--- src/wspdf_consts.vh ---
`ifndef WSPDF_CONSTS_VH
`define WSPDF_CONSTS_VH
// Input image layout, 48 bits, bit 47 sent first
`define WSPDF_PDIN_BYTES      6
`define WSPDF_PDIN_BITS       48
`define WSPDF_WEIGHT_OFS      16
`define WSPDF_WEIGHT_W        32
`define WSPDF_GROSS_NET_BIT   15
`define WSPDF_MOTION_BIT      14
`define WSPDF_CENTRE_ZERO_BIT 13
`define WSPDF_PRESET_TARE_BIT 12
`define WSPDF_ZERO_RANGE_BIT  11
`define WSPDF_ZERO_DONE_BIT   10
`define WSPDF_RANGE_OFS       8
`define WSPDF_LIMIT_OFS       6
`define WSPDF_APP1_BIT        5
`define WSPDF_APP2_BIT        4
`define WSPDF_APP3_BIT        3
`define WSPDF_UNUSED_BIT      2
`define WSPDF_SWITCH2_BIT     1
`define WSPDF_SWITCH1_BIT     0
// Output byte layout
`define WSPDF_ZERO_SET_BIT    4
`define WSPDF_SENSOR_CTRL_BIT 0
// Event flag position in checksum/status byte
`define WSPDF_CKS_EVENT_BIT   7
// Application modes
`define WSPDF_APP_STANDARD    2'h0
`define WSPDF_APP_TRIGGER     2'h1
`define WSPDF_APP_FILLING     2'h2
// Event cause bit positions
`define WSPDF_EVT_LOAD        0
`define WSPDF_EVT_TEMP        1
`define WSPDF_EVT_OSC         2
`define WSPDF_EVT_W           3
`endif

--- src/wspdf_framer.v ---
`timescale 1ns/1ns
`include "wspdf_consts.vh"
module wspdf_framer (
  // Clock and reset
  input  wire        i_clk,
  input  wire        i_sys_rst,
  // Link side, from the frame receiver
  input  wire        i_link_active,
  input  wire        i_cycle_start,
  input  wire        i_od_req,
  input  wire [7:0]  i_pdout_byte,
  input  wire        i_pdout_valid,
  input  wire        i_tx_ready,
  // Link side, to the transmitter
  output wire        o_tx_valid,
  output reg  [7:0]  o_tx_byte,
  output reg         o_tx_last,
  // On-demand data source
  input  wire [15:0] i_od_word,
  input  wire        i_od_word_valid,
  // Measurement and status
  input  wire [31:0] i_weight,
  input  wire        i_gross_net_flag,
  input  wire        i_motion_flag,
  input  wire        i_centre_zero_flag,
  input  wire        i_preset_tare_flag,
  input  wire        i_zero_range_flag,
  input  wire        i_zeroing_done_flag,
  input  wire [1:0]  i_weighing_range_field,
  input  wire [1:0]  i_limit_status_field,
  input  wire [1:0]  i_app_mode,
  input  wire        i_dio_state,
  input  wire        i_trig_settle,
  input  wire        i_trig_meas,
  input  wire        i_trig_result_new,
  input  wire        i_coarse_flow,
  input  wire        i_fine_flow,
  input  wire        i_fill_result_new,
  input  wire        i_switch_signal_one,
  input  wire        i_switch_signal_two,
  // Event causes and acknowledge
  input  wire        i_evt_load,
  input  wire        i_evt_temp,
  input  wire        i_evt_osc,
  input  wire        i_evt_ack,
  // Status and master outputs
  output wire [2:0]  o_evt_causes,
  output wire        o_evt_pending,
  output reg         o_zero_set_req,
  output reg         o_sensor_control_bit,
  output reg         o_frame_done,
  // Shared data/switching pin
  output reg         o_cq_sio_out,
  output reg         o_cq_sio_oe
);

  ////////////////////////////////////////////////////////////////
  // States
  localparam [1:0] ST_IDLE = 2'h0;  // Waiting for a cycle
  localparam [1:0] ST_OD   = 2'h1;  // On-demand bytes
  localparam [1:0] ST_PD   = 2'h2;  // Process input bytes
  localparam [1:0] ST_CKS  = 2'h3;  // Checksum/status byte

  reg  [1:0]  state_q;        // Frame state
  reg  [1:0]  state_d;
  reg  [2:0]  idx_q;          // Byte index within a section
  reg  [2:0]  idx_d;
  reg  [47:0] frame_img_q;    // Image frozen per cycle
  reg  [15:0] od_q;           // On-demand word for this cycle
  reg  [7:0]  chk_q;          // Running XOR of sent bytes
  reg  [7:0]  cur_byte;       // Byte to present from the next edge on
  reg  [15:0] od_nxt;         // On-demand word as it will be held
  reg  [47:0] img_nxt;        // Image as it will be held
  reg  [7:0]  chk_nxt;        // XOR as it will be held
  reg         link_s1_q;      // Pin-side sync stage one
  reg         link_s2_q;      // Synced link state
  wire [47:0] image;
  wire [2:0]  evt_causes;
  wire        evt_pending;
  wire        fire;
  wire        start;          // Idle to first on-demand byte
  wire        od_take;        // Master asked and a word is ready

  assign fire         = o_tx_valid & i_tx_ready;
  assign start        = (state_q == ST_IDLE) && (state_d == ST_OD);
  assign od_take      = i_od_req & i_od_word_valid;
  assign o_tx_valid   = (state_q != ST_IDLE);
  assign o_evt_causes = evt_causes;
  assign o_evt_pending = evt_pending;

  // Returns byte n of the input image, PDin0 = most significant
  function [7:0] img_byte;
    input [47:0] img;
    input [2:0]  n;
    begin
      case (n)
        3'h0:    img_byte = img[47:40];
        3'h1:    img_byte = img[39:32];
        3'h2:    img_byte = img[31:24];
        3'h3:    img_byte = img[23:16];
        3'h4:    img_byte = img[15:8];
        default: img_byte = img[7:0];
      endcase
    end
  endfunction

  ////////////////////////////////////////////////////////////////
  // Field packing
  wspdf_status_pack u_pack (
    .i_clk                  (i_clk),
    .i_sys_rst              (i_sys_rst),
    .i_weight               (i_weight),
    .i_gross_net_flag       (i_gross_net_flag),
    .i_motion_flag          (i_motion_flag),
    .i_centre_zero_flag     (i_centre_zero_flag),
    .i_preset_tare_flag     (i_preset_tare_flag),
    .i_zero_range_flag      (i_zero_range_flag),
    .i_zeroing_done_flag    (i_zeroing_done_flag),
    .i_weighing_range_field (i_weighing_range_field),
    .i_limit_status_field   (i_limit_status_field),
    .i_app_mode             (i_app_mode),
    .i_dio_state            (i_dio_state),
    .i_trig_settle          (i_trig_settle),
    .i_trig_meas            (i_trig_meas),
    .i_trig_result_new      (i_trig_result_new),
    .i_coarse_flow          (i_coarse_flow),
    .i_fine_flow            (i_fine_flow),
    .i_fill_result_new      (i_fill_result_new),
    .i_switch_signal_one    (i_switch_signal_one),
    .i_switch_signal_two    (i_switch_signal_two),
    .o_image                (image)
  );

  // Event causes
  wspdf_event_latch #(
    .W (`WSPDF_EVT_W)
  ) u_evt (
    .i_clk     (i_clk),
    .i_sys_rst (i_sys_rst),
    .i_cause   ({i_evt_osc, i_evt_temp, i_evt_load}),
    .i_ack     (i_evt_ack),
    .o_causes  (evt_causes),
    .o_pending (evt_pending)
  );

  ////////////////////////////////////////////////////////////////
  // Link presence comes from the pin, so synchronise it
  always @(posedge i_clk) begin
    if (i_sys_rst) begin
      link_s1_q <= 1'b0;
      link_s2_q <= 1'b0;
    end else begin
      link_s1_q <= i_link_active;
      link_s2_q <= link_s1_q;
    end
  end

  // Pin fallback: switching output when no master talks
  always @(posedge i_clk) begin
    if (i_sys_rst) begin
      o_cq_sio_out <= 1'b0;
      o_cq_sio_oe  <= 1'b0;
    end else begin
      o_cq_sio_oe  <= ~link_s2_q;
      o_cq_sio_out <= link_s2_q ? 1'b0 : i_switch_signal_one;
    end
  end

  ////////////////////////////////////////////////////////////////
  // Byte selection for the next edge; the output register then
  // shows the byte of the state it enters, with no extra lag
  always @* begin
    od_nxt  = start ? (od_take ? i_od_word : 16'h0) : od_q;
    img_nxt = start ? image : frame_img_q;
    chk_nxt = start ? 8'h0 : (fire ? (chk_q ^ o_tx_byte) : chk_q);
    case (state_d)
      ST_OD: begin
        // Idle on-demand bytes are zero when nothing was asked
        cur_byte = idx_d[0] ? od_nxt[7:0] : od_nxt[15:8];
      end
      ST_PD: begin
        cur_byte = img_byte(img_nxt, idx_d);
      end
      ST_CKS: begin
        cur_byte = chk_nxt;
        cur_byte[`WSPDF_CKS_EVENT_BIT] = evt_pending;
      end
      default: begin
        cur_byte = 8'h0;
      end
    endcase
  end

  ////////////////////////////////////////////////////////////////
  // Frame sequencer: OD0, OD1, PDin0..5, CKS
  always @* begin
    state_d = state_q;
    idx_d   = idx_q;
    case (state_q)
      ST_IDLE: begin
        if (i_cycle_start && link_s2_q) begin
          state_d = ST_OD;
          idx_d   = 3'h0;
        end
      end
      ST_OD: begin
        if (fire) begin
          if (idx_q == 3'h1) begin
            state_d = ST_PD;
            idx_d   = 3'h0;
          end else begin
            idx_d = idx_q + 3'h1;
          end
        end
      end
      ST_PD: begin
        if (fire) begin
          if (idx_q == 3'h5) begin
            state_d = ST_CKS;
            idx_d   = 3'h0;
          end else begin
            idx_d = idx_q + 3'h1;
          end
        end
      end
      ST_CKS: begin
        if (fire) begin
          state_d = ST_IDLE;
        end
      end
      default: begin
        state_d = ST_IDLE;
      end
    endcase
    // Link loss aborts the frame
    if (!link_s2_q) begin
      state_d = ST_IDLE;
      idx_d   = 3'h0;
    end
  end

  // Sequencer registers and per-cycle snapshot
  always @(posedge i_clk) begin
    if (i_sys_rst) begin
      state_q      <= ST_IDLE;
      idx_q        <= 3'h0;
      frame_img_q  <= 48'h0;
      od_q         <= 16'h0;
      chk_q        <= 8'h0;
      o_tx_byte    <= 8'h0;
      o_tx_last    <= 1'b0;
      o_frame_done <= 1'b0;
    end else begin
      state_q      <= state_d;
      idx_q        <= idx_d;
      o_frame_done <= fire && (state_q == ST_CKS);
      // Image frozen at cycle start so all six bytes are coherent
      frame_img_q  <= img_nxt;
      od_q         <= od_nxt;
      chk_q        <= chk_nxt;
      o_tx_byte    <= cur_byte;
      o_tx_last    <= (state_d == ST_CKS);
    end
  end

  ////////////////////////////////////////////////////////////////
  // Master output byte decode
  always @(posedge i_clk) begin
    if (i_sys_rst) begin
      o_zero_set_req       <= 1'b0;
      o_sensor_control_bit <= 1'b0;
    end else if (!link_s2_q) begin
      o_zero_set_req       <= 1'b0;
    end else if (i_pdout_valid) begin
      o_zero_set_req       <= i_pdout_byte[`WSPDF_ZERO_SET_BIT];
      o_sensor_control_bit <= i_pdout_byte[`WSPDF_SENSOR_CTRL_BIT];
    end
  end

endmodule // wspdf_framer

--- src/wspdf_status_pack.v ---
`timescale 1ns/1ns
`include "wspdf_consts.vh"
// Packs the weight and status fields into the 48-bit input image
module wspdf_status_pack (
  // Clock and reset
  input  wire        i_clk,
  input  wire        i_sys_rst,
  // Measurement inputs
  input  wire [31:0] i_weight,
  input  wire        i_gross_net_flag,
  input  wire        i_motion_flag,
  input  wire        i_centre_zero_flag,
  input  wire        i_preset_tare_flag,
  input  wire        i_zero_range_flag,
  input  wire        i_zeroing_done_flag,
  input  wire [1:0]  i_weighing_range_field,
  input  wire [1:0]  i_limit_status_field,
  input  wire [1:0]  i_app_mode,
  input  wire        i_dio_state,
  input  wire        i_trig_settle,
  input  wire        i_trig_meas,
  input  wire        i_trig_result_new,
  input  wire        i_coarse_flow,
  input  wire        i_fine_flow,
  input  wire        i_fill_result_new,
  input  wire        i_switch_signal_one,
  input  wire        i_switch_signal_two,
  // Packed image
  output reg  [47:0] o_image
);

  reg        trig_toggle_q;  // Toggles per trigger result
  reg        app1;           // Mode dependent flag values
  reg        app2;
  reg        app3;
  reg [47:0] image_d;

  ////////////////////////////////////////////////////////////////
  // Trigger result toggle, held so the master sees every result
  always @(posedge i_clk) begin
    if (i_sys_rst) begin
      trig_toggle_q <= 1'b0;
    end else if (i_trig_result_new) begin
      trig_toggle_q <= ~trig_toggle_q;
    end
  end

  ////////////////////////////////////////////////////////////////
  // Application flag selection by mode
  always @* begin
    case (i_app_mode)
      `WSPDF_APP_TRIGGER: begin
        app1 = i_trig_settle;
        app2 = i_trig_meas;
        app3 = trig_toggle_q;
      end
      `WSPDF_APP_FILLING: begin
        app1 = i_coarse_flow;
        app2 = i_fine_flow;
        app3 = i_fill_result_new;
      end
      default: begin
        // Standard mode: pin state, others unused
        app1 = i_dio_state;
        app2 = 1'b0;
        app3 = 1'b0;
      end
    endcase
  end

  ////////////////////////////////////////////////////////////////
  // Field placement
  always @* begin
    image_d = 48'h0;
    image_d[`WSPDF_WEIGHT_OFS +: `WSPDF_WEIGHT_W] = i_weight;
    image_d[`WSPDF_GROSS_NET_BIT]   = i_gross_net_flag;
    image_d[`WSPDF_MOTION_BIT]      = i_motion_flag;
    image_d[`WSPDF_CENTRE_ZERO_BIT] = i_centre_zero_flag;
    image_d[`WSPDF_PRESET_TARE_BIT] = i_preset_tare_flag;
    image_d[`WSPDF_ZERO_RANGE_BIT]  = i_zero_range_flag;
    image_d[`WSPDF_ZERO_DONE_BIT]   = i_zeroing_done_flag;
    image_d[`WSPDF_RANGE_OFS +: 2]  = i_weighing_range_field;
    image_d[`WSPDF_LIMIT_OFS +: 2]  = i_limit_status_field;
    image_d[`WSPDF_APP1_BIT]        = app1;
    image_d[`WSPDF_APP2_BIT]        = app2;
    image_d[`WSPDF_APP3_BIT]        = app3;
    image_d[`WSPDF_UNUSED_BIT]      = 1'b0;
    image_d[`WSPDF_SWITCH2_BIT]     = i_switch_signal_two;
    image_d[`WSPDF_SWITCH1_BIT]     = i_switch_signal_one;
  end

  // Registered image for a clean data output
  always @(posedge i_clk) begin
    if (i_sys_rst) begin
      o_image <= 48'h0;
    end else begin
      o_image <= image_d;
    end
  end

endmodule // wspdf_status_pack

--- src/wspdf_event_latch.v ---
`timescale 1ns/1ns
`include "wspdf_consts.vh"
// Sticky event causes; a new cause beats a simultaneous acknowledge
module wspdf_event_latch #(
  parameter W = `WSPDF_EVT_W
) (
  // Clock and reset
  input  wire         i_clk,
  input  wire         i_sys_rst,
  // Cause levels and acknowledge
  input  wire [W-1:0] i_cause,
  input  wire         i_ack,
  // Latched causes and summary
  output reg  [W-1:0] o_causes,
  output wire         o_pending
);

  reg  [W-1:0] cause_prev_q;  // For rising edge detect
  wire [W-1:0] cause_rise;

  assign cause_rise = i_cause & ~cause_prev_q;
  assign o_pending  = |o_causes;

  ////////////////////////////////////////////////////////////////
  // Per-cause sticky flag, set wins over clear
  genvar g;
  generate
    for (g = 0; g < W; g = g + 1) begin : g_evt
      always @(posedge i_clk) begin
        if (i_sys_rst) begin
          o_causes[g]     <= 1'b0;
          cause_prev_q[g] <= 1'b0;
        end else begin
          cause_prev_q[g] <= i_cause[g];
          if (cause_rise[g]) begin
            o_causes[g] <= 1'b1;
          end else if (i_ack) begin
            o_causes[g] <= 1'b0;
          end
        end
      end
    end
  endgenerate

endmodule // wspdf_event_latch

--- config.mk ---
export PLATFORM = sky130hd
export DESIGN_NAME = wspdf_framer
export DESIGN_NICKNAME = d
export VERILOG_FILES = /design/src/wspdf_framer.v /design/src/wspdf_status_pack.v /design/src/wspdf_event_latch.v
export VERILOG_INCLUDE_DIRS = /design/src
export SDC_FILE = /design/constraint.sdc
export NUM_CORES = 1
export LEC_CHECK = 0
export BUFFER_PORTS_ARGS = -buffer_cell sky130_fd_sc_hd__buf_2
export CORE_UTILIZATION = 40
export DETAILED_ROUTE_END_ITERATION = 16
export PLACE_DENSITY = 0.68
export SYNTH_ARGS = -nofsm -noshare
export SYNTH_HDL_FRONTEND = slang
export SYNTH_HIERARCHICAL = 1
export SYNTH_SLANG_ARGS = --single-unit
--- constraint.sdc ---
create_clock -name i_clk -period 6.4 [get_ports i_clk]
set_input_delay 0.96 -clock i_clk [delete_from_list [all_inputs] [get_ports i_clk]]
set_output_delay 0.96 -clock i_clk [all_outputs]
set_load 0.005 [all_outputs]
==> metrics.md, run 1 <==
| Metric | Value |
|---|---|
| Initial Utilization | `about two fifths` |
| GRT Overall Usage | `roughly 17%` |
| Unrepaired setup endpoints after global routing | `no` |
| TritonCTS clock tree | `yes` |
| Most common cell in the synthesized netlist | `dfxtp_1` |
| Main flop type after synthesis | `dfxtp_1` |
| Top-area cell type share of the netlist area | `approximately half` |
| Clk buf depth | `2` |
| Total Power | `roughly 2.1 mW` |
| Final worst path period need | `a little over 3 ns` |
| Drt drc | `0` |
| Hold Path Depth | `2` |
| Number of global-route vias before repair | `approximately 4200` |
| Final Hold Fails | `0` |
| Warnings, synthesis | `6` |
| Hold_buf cts | `0` |
| Period utilization | `between 40% and 50%` |
| Synth area leaders | `dfxtp_1 52%, mux2i_1 9.2%, nor2b_1 6.1%` |
| Root Driver | `clkbuf_16` |
| Pre-antenna DRT Iters | `4` |
| Syn_area_per_cell | `roughly 9.7 µm²` |
| Pre-CTS WS | `roughly 3.2 ns` |
| Num CTS Buffers | `17` |
| Metal3 WL | `roughly 640 µm` |
| Met2 WL | `between 5000 and 6000 µm` |
| Worst Hold Class | `register to register` |
| Area leader, netlist | `dfxtp_1` |
| Post-CTS setup buffers | `0` |
| Die ar. | `14600 µm²` |
| Static Leak | `3.22 nW` |
| DP Wirelength | `8380 µm` |
| Drt total wl | `roughly 12000 µm` |
| Worst setup EP type | `register` |
| # port buffers | `about 100` |
| Worst-case reg-to-reg path depth | `7` |
| Diode count | `0` |
| Initial antenna violation count | `0` |
| Wl on met1 | `roughly 5600 µm` |
| Count of cell types in the netlist | `between 50 and 60` |
| Hold EP | `frame_img_q[25]` |
| Row count | `between 40 and 50` |
| Clk_lat worst skew | `0.41 ns` |
| DR vias/cell | `between 4 and 5` |
| DIE HEIGHT | `roughly 120 µm` |
| CP Launch Type | `register` |
| WP data required | `between 6 and 7 ns` |
| Slew margin rel. | `a little under a third` |
| Hold path start | `u_pack/o_image[25]` |
| Post-route setup slack | `3.29 ns` |
| Max VDD drop | `approximately 180 µV` |
| Most frequent cells after synthesis | `146 x dfxtp_1, 85 x nor2_1, 55 x nor2b_1, 52 x mux2i_1, 34 x a21oi_1` |
| Outcome | `finished, final reports clean` |
| Synth Instances | `just under 600` |
| Worst-Margin Slew | `around 1.0 ns` |
| DR top layer | `met4` |
| Fin Setup TNS | `0 ns` |
| Seq/Total Area, Yosys | `roughly half` |
| #FFs+latches synth | `about 150` |
| Via count | `about 4300` |
| Largest net degree at the start of global routing | `97` |
| CTS sink cnt | `146` |
| Fmax | `about 0.32 GHz` |
| Nets | `roughly 760` |
| First-pass GRT wire length | `around 20000 µm` |
| Endpoints failing setup | `0` |
| RR Startpoint | `link_s2_q` |
| Number of enable flip-flop cells after synthesis | `0` |
| Clk_skew | `~0.0058 ns` |
| Critical path class | `register to register` |
| Maximum fanout along the worst path | `21` |
| Routability cong. | `0.818` |
| Routed len/inst | `roughly 14 µm` |
| Cts repair resizes | `0` |
| Syn Nets | `~680` |
| P&R area growth vs syn | `21.6%` |
| Reg-to-reg setup timing slack | `around 3.3 ns` |
| Layout cells sized above 1 | `between 20% and 30%` |
| Slew Viols, Final | `0` |
| Die W | `roughly 120 µm` |
| Asr flop ratio synth | `0%` |
| Total of max-cap violations | `0` |
| Power per cell area | `approximately 300 nW/µm²` |
| Post-route ant nets | `0` |
| Cell area after synthesis | `5650 µm²` |
| H-tree Lvls | `4` |
| Core footprint | `between 10000 and 15000 µm²` |
| Total global routing overflow | `0` |
| R2r endpoint | `o_tx_byte[3]` |
| I/O pin cnt | `between 100 and 150` |
| Clock transition at the registers of the reported paths | `around 0.06 ns` |
| Initial drt markers | `approximately 270` |
| CP arrival | `~3.5 ns` |
-- sequential cells by signal, indices dropped and copies added (netlist names), 2 cells and up --
signal and cells:
chk_q 7, frame_img_q 48, idx_q 3, o_tx_byte 8, od_q 16, state_q 2, u_evt/cause_prev_q 3, u_evt/o_causes 3
u_pack/o_image 47
-- layout by cell type (no fill, tap or decap), types with 7 or more instances in the layout --
| master | netlist | routed |
|---|---|---|
| and3_1 | 16 | 16 |
| nor2_1 | 85 | 85 |
| dfxtp_1 | 146 | 146 |
| nor2b_1 | 55 | 55 |
| a21o_1 | 7 | 7 |
| a21oi_1 | 34 | 34 |
| clkbuf_16 | 0 | 17 |
| xor2_1 | 9 | 9 |
| and2_1 | 7 | 7 |
| nand2b_1 | 10 | 10 |
| buf_2 | 12 | 100 |
| inv_1 | 7 | 7 |
| nor3_1 | 9 | 9 |
| nand2_1 | 27 | 27 |
| mux2i_1 | 52 | 52 |
-- how the worst max path moves through the flow --
stage | startpoint | endpoint | slack [ns] | cells after the start
2_1_floorplan | i_tx_ready | o_tx_byte[0] | 3.60 | 9
3_3_place_gp | i_cycle_start | o_tx_byte[0] | 3.18 | 8
3_5_place_dp | i_tx_ready | o_tx_byte[6] | 3.16 | 8
4_1_cts | link_s2_q | o_tx_byte[3] | 3.30 | 7
5_1_grt | link_s2_q | o_tx_byte[6] | 3.06 | 7
6_report | link_s2_q | o_tx_byte[3] | 3.29 | 7
-- area by class of cell --
| type | count | area [µm²] |
|---|---|---|
| Tap cell | 180 | 225 |
| Clock inverter | 14 | 200 |
| Clock buffer | 18 | 439 |
| Inverter | 7 | 26.3 |
| Fill cell | 1253 | 6960 |
| Timing Repair Buffer | 103 | 523 |
| Sequential cell | 146 | 2920 |
| Multi-Input combinational cell | 395 | 2530 |
-- logic make-up after synthesis --
| logic type | Yosys count | synth area share, % |
|---|---|---|
| XOR/XNOR | 10 | 1.55 |
| flip-flops | 146 | 51.7 |
| multiplexers | 58 | 10.4 |
| other | 1 | 0.0664 |
| AO/OA/AOI/OAI | 91 | 10.8 |
| adder cells (fa/ha/maj) | 4 | 0.886 |
| buffers and inverters | 42 | 3.72 |
| AND/OR/NAND/NOR | 231 | 20.8 |
-- critical path, cell delays in order, from the launching register on --
cell,delay [ns]
dfxtp_1,0.84
a211oi_1,0.22
o21ai_1,0.30
or3b_4,0.46
nand4bb_1,0.40
o32a_1,0.28
a221oi_1,0.42
a21o_1,0.12
-- routing by layer --
metal  global-route usage (%)  up-vias
li1                         -     2176
met1                     21.9     1973
met2                     28.4      118
met3                     4.29       11
met4                     6.02        0
met5                        0        -
-- metrics by stage --
| stage | cells | hold slack, ns | instance area (µm²) | util [%] |
|---|---|---|---|---|
| 6_report | 863 | 0.454 | 6870 | 49.7 |
| 5_1_grt | 863 | 0.469 | 6870 | 49.7 |
| 4_1_cts | 863 | 0.450 | 6870 | 49.7 |
| 3_5_place_dp | 831 | 0.435 | 6230 | 45.1 |
| 3_3_place_gp | 831 | 0.424 | 6230 | 45.1 |
| 2_1_floorplan | 583 | 0.414 | 5650 | - |
-- where the power goes --
part	switching (mW)	leakage [nW]	internal (mW)
sequential	0.0104	1.19	0.934
combinational	0.0474	1.72	0.0453
clock	0.385	0.304	0.668
total	0.443	3.22	1.65
(Power assumes the default switching activity.)
==> inputs of run 2 (changes only) <==
Settings changed: PLACE_DENSITY 0.68 to 0.7.
Clock period 6.4 ns to 2.6 ns, I/O delays scaled along.
==> run 2 against run 1 <==
Critical path type unchanged. Flip-flop and latch count unchanged. Total power up 140%. Clock skew up 0.0036 ns. Via count up 1.4%. Clock power up 130%. Sequential share of layout area down 0.74 points. Routed wire length up 1.1%.
==> metrics.md, run 2 (same netlist as run 1, synthesis figures left out) <==
| Metric | Value |
|---|---|
| Outcome | `finished, final reports clean (unchanged)` |
| Fin Setup TNS | `0 ns (unchanged)` |
| Worst-path cell chain | `inv_1, ha_4, a21boi_0, o2111a_1, or3b_4, and2_4, o32a_1, a221oi_1, a21o_1 (was a211oi_1, o21ai_1, or3b_4, nand4bb_1, o32a_1, a221oi_1, a21o_1)` |
| Critical path class | `register to register (unchanged)` |
| Psw | `1.02 mW (was 0.443 mW)` |
| Num CTS Buffers | `17 (unchanged)` |
| Fin cells | `874 (was 863)` |
| Layout cells sized above 1 | `23.6% (was 21.5%)` |
| Reg-to-reg setup timing slack | `0.14 ns (was 3.29 ns)` |
| Via count | `4340 (was 4278)` |
| Nets | `776 (was 763)` |
| Final Hold Fails | `0 (unchanged)` |
| Cell internal pwr | `3.96 mW (was 1.65 mW)` |
| Slew margin rel. | `58.4% (was 30.8%)` |
| Setup crit start | `idx_q[1] (was link_s2_q)` |
| Row count | `43 (unchanged)` |
| FILL cells | `1252 (was 1253)` |
| CP Launch Type | `register (unchanged)` |
| RR Startpoint | `idx_q[1] (was link_s2_q)` |
| Power per cell area | `711 nW/µm² (was 304 nW/µm²)` |
| Total global routing overflow | `0 (unchanged)` |
| Placed cell count | `844 (was 831)` |
| Total of max-cap violations | `0 (unchanged)` |
| CP max stage delay | `0.44 ns (was 0.84 ns)` |
| I/O pin cnt | `108 (unchanged)` |
| Largest net degree at the start of global routing | `114 (was 97)` |
| Drt drc | `0 (unchanged)` |
| Largest regs | `frame_img_q x48, u_pack/o_image x47, od_q x16 (unchanged)` |
| Commonest non-fill, non-tap cell in the layout | `dfxtp_1 (unchanged)` |
| Fmax | `0.406 GHz (was 0.322 GHz)` |
| Worst-Margin Slew | `0.624 ns (was 1.03 ns)` |
| Clock share of power | `48.5% (was 50.4%)` |
| Slew Viols, Final | `0 (unchanged)` |
| Max VDD drop | `472 µV (was 181 µV)` |
| Static Leak | `3.27 nW (was 3.22 nW)` |
| Number of global-route vias before repair | `4289 (was 4177)` |
| Initial Utilization | `40.9% (unchanged)` |
| Worst setup EP type | `register (unchanged)` |
| TritonCTS clock tree | `yes (unchanged)` |
| Core footprint | `13800 µm² (unchanged)` |
| Routed len/inst | `14.0 µm (about the same)` |
| Slowest CP cell | `or3b_4 (was dfxtp_1)` |
| Drt total wl | `12200 µm (was 12100 µm)` |
| DIE HEIGHT | `121 µm (unchanged)` |
| Endpoints failing setup | `0 (unchanged)` |
| CTS sink cnt | `146 (unchanged)` |
| Worst Hold Class | `input pin to register (was register to register)` |
| Maximum fanout along the worst path | `10 (was 21)` |
| Number of flip-flops in the largest register | `48 (unchanged)` |
| DP Wirelength | `8810 µm (was 8380 µm)` |
| # port buffers | `101 (unchanged)` |
| Hold path start | `i_weight[6] (was u_pack/o_image[25])` |
| Logic pwr share | `4.8% (was 4.4%)` |
| Initial drt markers | `221 (was 269)` |
| Clk buf depth | `2 (unchanged)` |
| CP arrival | `2.83 ns (was 3.47 ns)` |
| Pre-antenna DRT Iters | `4 (unchanged)` |
| WP data required | `2.96 ns (was 6.76 ns)` |
| First-pass GRT wire length | `20100 µm (was 19800 µm)` |
| CP bufs+invs | `1 (was 0)` |
| P&R area growth vs syn | `23.9% (was 21.6%)` |
| DR vias/cell | `4.97 (was 4.96)` |
| Die W | `121 µm (unchanged)` |
| Clock transition at the registers of the reported paths | `0.06 ns (about the same)` |
| Clk_skew | `0.00933 ns (was 0.00575 ns)` |
| Post-route ant nets | `0 (unchanged)` |
| Clk_lat worst skew | `0.42 ns (was 0.41 ns)` |
| Critical path's top delay family | `compound AO/OA/AOI/OAI gates (unchanged)` |
| Routability cong. | `0.858 (was 0.818)` |
| Largest Register | `frame_img_q (unchanged)` |
| Die ar. | `14600 µm² (unchanged)` |
| Sequential share of power | `46.7% (was 45.2%)` |
| GRT Overall Usage | `17.9% (was 17.3%)` |
| Period utilization | `94.8% (was 48.6%)` |
| Most frequent cells in the layout | `144 x dfxtp_1, 100 x buf_2, 85 x nor2_1 (was 146 x dfxtp_1, 100 x buf_2, 85 x nor2_1)` |
| Final worst path period need | `2.46 ns (was 3.11 ns)` |
| Initial antenna violation count | `0 (unchanged)` |
| Root Driver | `clkbuf_16 (unchanged)` |
| Diode count | `0 (unchanged)` |
| Sw Share | `20.4% (was 21.2%)` |
| H-tree Lvls | `4 (unchanged)` |
run 2: worst paths after layout:
kind                                      endpoint  cells past startpoint
worst min-delay path            u_pack/o_image[22]                      2
worst max-delay path                  o_tx_byte[6]                      9
worst min register to register           link_s2_q                      1
worst max register to register        o_tx_byte[6]                      9
run 2: cell type report:
class	count	area [µm²]	area share, %
sequential	146	2930	41.8
multi-input combinational	395	2580	36.9
timing repair buffer	116	646	9.23
clock buffer	21	460	6.58
tap	180	225	3.22
clock inverter	9	133	1.90
inverter	7	26.3	0.376
run 2: routing by layer:
| layer | vias to the layer above | global-route usage (%) | part of all wire [%] |
|---|---|---|---|
| met5 | - | 0 | 0 |
| met4 | 0 | 7.02 | 2.2 |
| met3 | 18 | 5.66 | 4.6 |
| met2 | 121 | 29.5 | 47 |
| met1 | 2016 | 21.6 | 46 |
| li1 | 2185 | - | - |
run 2: repair_timing:
item / 4_1_cts / 5_1_grt
buffers inserted: 0 / 0
resized for setup: 2 / 8
endpoints found under the setup margin: 1 / 8
hold buffers: 0 / 0
run 2: power by group through the flow:
stage	sequential, mW	clock, mW	combinational, mW
3_5_place_dp	2.37	0	0.241
2_1_floorplan	2.36	0	0.141
4_1_cts	2.32	2.47	0.242
3_3_place_gp	2.37	0	0.233
6_report	2.32	2.41	0.240
5_1_grt	2.33	2.55	0.268
run 2: stage by stage:
step	area (µm²)	utilization (%)	hold WS (ns)	worst slack (ns)	power [mW]
2_1_floorplan	5650	-	0.414	0.204	2.50
3_3_place_gp	6350	45.9	0.421	0.0976	2.60
3_5_place_dp	6350	45.9	0.424	-0.00567	2.61
4_1_cts	6960	50.3	0.158	0.00741	5.04
5_1_grt	7000	50.6	0.168	-0.00211	5.15
6_report	7000	50.6	0.177	0.135	4.98
==> inputs of run 3 (changes only) <==
Settings changed: CORE_UTILIZATION 40 to 49, PLACE_DENSITY 0.7 to 0.82, REMOVE_ABC_BUFFERS set to 1.
==> run 3 against run 2 <==
Setup slack worse by 0.067 ns. Cell count is 3.2% lower. Via count is 1.8% higher. Largest cell class unchanged. Sequential power hardly changed. Hold slack better by 0.0038 ns. Clock power is 12% lower. Utilization is 12 points higher. Cell area is 0.63% lower. Global-route usage is 3.7 points higher. Maximum frequency is 2.6% lower.
==> metrics.md, run 3 (same netlist as run 1, synthesis figures left out) <==
| Metric | Value |
|---|---|
| Outcome | `finished, final reports clean (unchanged)` |
| Pre-antenna DRT Iters | `6 (was 4)` |
| Fin cells | `846 (was 874)` |
| Die ar. | `12000 µm² (was 14600 µm²)` |
| H-tree Lvls | `4 (unchanged)` |
| Via count | `4419 (was 4340)` |
| Worst setup EP type | `register (unchanged)` |
| Num CTS Buffers | `17 (unchanged)` |
| CTS sink cnt | `146 (unchanged)` |
| Fin Setup TNS | `0 ns (unchanged)` |
| Critical path class | `register to register (unchanged)` |
| Total global routing overflow | `0 (unchanged)` |
| TritonCTS clock tree | `yes (unchanged)` |
| Static Leak | `3.28 nW (was 3.27 nW)` |
| Die W | `109 µm (was 121 µm)` |
| RR Startpoint | `idx_q[0] (was idx_q[1])` |
| Initial Utilization | `51.2% (was 40.9%)` |
| I/O pin cnt | `108 (unchanged)` |
| Worst-Margin Slew | `0.642 ns (was 0.624 ns)` |
| Routed len/inst | `14.5 µm (was 14.0 µm)` |
| Hold EP | `u_pack/o_image[35] (was u_pack/o_image[22])` |
| Number of global-route vias before repair | `4340 (was 4289)` |
| Largest regs | `frame_img_q x48, u_pack/o_image x47, od_q x16 (unchanged)` |
| Maximum fanout along the worst path | `10 (unchanged)` |
| DIE HEIGHT | `109 µm (was 121 µm)` |
| Worst-case reg-to-reg path depth | `10 (was 9)` |
| GRT Overall Usage | `21.6% (was 17.9%)` |
| Slowest CP cell | `or3b_4 (unchanged)` |
| Core footprint | `11000 µm² (was 13800 µm²)` |
| CP dominant cell by count | `buf_4` |
| First-pass GRT wire length | `19800 µm (was 20100 µm)` |
| Slew margin rel. | `57.0% (was 58.4%)` |
| Post-route ant nets | `0 (unchanged)` |
| Critical path's top delay family | `compound AO/OA/AOI/OAI gates (unchanged)` |
| Post-route setup slack | `0.0685 ns (was 0.135 ns)` |
| Hold Path Depth | `2 (unchanged)` |
| Number of flip-flops in the largest register | `48 (unchanged)` |
| Final Hold Fails | `0 (unchanged)` |
| Most frequent cells in the layout | `146 x dfxtp_1, 100 x buf_2, 84 x nor2_1 (was 144 x dfxtp_1, 100 x buf_2, 85 x nor2_1)` |
| Layout cells sized above 1 | `24.9% (was 23.6%)` |
| Drt total wl | `12300 µm (was 12200 µm)` |
| Row count | `38 (was 43)` |
| Hold_buf cts | `0 (unchanged)` |
| Hold path start | `i_weight[19] (was i_weight[6])` |
| Pre-CTS WS | `0.0275 ns (was -0.00567 ns)` |
| Routability cong. | `0.841 (was 0.858)` |
| DP Wirelength | `8560 µm (was 8810 µm)` |
| Clock transition at the registers of the reported paths | `0.06 ns (about the same)` |
| DR vias/cell | `5.22 (was 4.97)` |
| Period utilization | `97.4% (was 94.8%)` |
| CP bufs+invs | `2 (was 1)` |
| Fmax | `0.395 GHz (was 0.406 GHz)` |
| Final worst path period need | `2.53 ns (was 2.46 ns)` |
| Clk_lat worst skew | `0.42 ns (about the same)` |
| CP max stage delay | `0.42 ns (was 0.44 ns)` |
| Initial drt markers | `349 (was 221)` |
| Clk_skew | `0.00607 ns (was 0.00933 ns)` |
| Endpoints failing setup | `0 (unchanged)` |
| Worst-path cell chain | `buf_4, ha_1, nand2_1, o2111a_1, or3b_4, and2_4, o32a_1, a221oi_2, buf_4, a21o_1 (was inv_1, ha_4, a21boi_0, o2111a_1, or3b_4, and2_4, o32a_1, a221oi_1, a21o_1)` |
| Worst Hold Class | `input pin to register (unchanged)` |
| WP data required | `2.96 ns (about the same)` |
| Power per cell area | `675 nW/µm² (was 711 nW/µm²)` |
| CP Launch Type | `register (unchanged)` |
| Largest net degree at the start of global routing | `104 (was 114)` |
| Largest Register | `frame_img_q (unchanged)` |
| # port buffers | `101 (unchanged)` |
| R2r endpoint | `o_tx_byte[3] (was o_tx_byte[6])` |
| Fin Hold WS | `0.180 ns (was 0.177 ns)` |
| Reg-to-reg setup timing slack | `0.07 ns (was 0.14 ns)` |
| Clk buf depth | `2 (unchanged)` |
| Nets | `787 (was 776)` |
| Total of max-cap violations | `0 (unchanged)` |
| Commonest non-fill, non-tap cell in the layout | `dfxtp_1 (unchanged)` |
| Placed cell count | `814 (was 844)` |
| Slew Viols, Final | `0 (unchanged)` |
| P&R area growth vs syn | `23.1% (was 23.9%)` |
| Root Driver | `clkbuf_16 (unchanged)` |
| CP arrival | `2.89 ns (was 2.83 ns)` |
| Initial antenna violation count | `0 (unchanged)` |
| Diode count | `0 (unchanged)` |
| Max VDD drop | `306 µV (was 472 µV)` |
| Drt drc | `0 (unchanged)` |
-- run 3: how the worst max path moves through the flow --
stage	startpoint	to	slack [ns]	cells after the start
2_1_floorplan	link_s2_q	o_tx_byte[0]	-2.20	7
3_3_place_gp	i_tx_ready	o_tx_byte[3]	0.05	9
3_5_place_dp	idx_q[1]	o_tx_byte[3]	0.03	10
4_1_cts	idx_q[1]	o_tx_byte[3]	0.003	10
5_1_grt	idx_q[0]	o_tx_byte[3]	-0.01	10
6_report	idx_q[0]	o_tx_byte[3]	0.07	10
-- run 3: power breakdown --
part	leakage [nW]	total, mW	internal (mW)	switching, mW
Clock	0.234	2.13	1.23	0.904
Combinational	1.85	0.241	0.118	0.122
Sequential	1.19	2.32	2.30	0.0218
-- run 3: stage by stage --
stage	utilization, %	total power, mW	area, µm²
3_5_place_dp	57.8	2.61	6380
2_1_floorplan	-	2.47	5470
5_1_grt	63.0	4.87	6950
6_report	63.0	4.69	6950
4_1_cts	62.6	4.75	6910
3_3_place_gp	57.8	2.60	6380
-- run 3: routing by layer --
layer | global-route usage (%) | vias up | share of wire [%]
met1 | 25.2 | 2072 | 43
met5 | 0 | - | 0
met4 | 9.14 | 0 | 1.6
met2 | 37.2 | 128 | 49
met3 | 6.11 | 19 | 5.5
li1 | - | 2200 | -
-- run 3: worst register-to-register path: stages, from the launching register on --
cell,delay [ns]
dfxtp_1,0.38
buf_4,0.15
ha_1,0.16
nand2_1,0.09
o2111a_1,0.18
or3b_4,0.42
and2_4,0.21
o32a_1,0.36
a221oi_2,0.30
buf_4,0.16
a21o_1,0.07
-- run 3: what timing repair did --
action                     in CTS  in global routing
setup endpoints to repair       0                  8
gates resized for setup         0                  7
setup buffers                   0                  1
-- run 3: layout make-up --
cell class	instances	area, µm²
multi-input combinational	395	2570
tap	140	175
clock inverter	13	91.3
timing repair buffer	127	728
inverter	7	26.3
clock buffer	18	439
sequential	146	2920
fill	904	4080
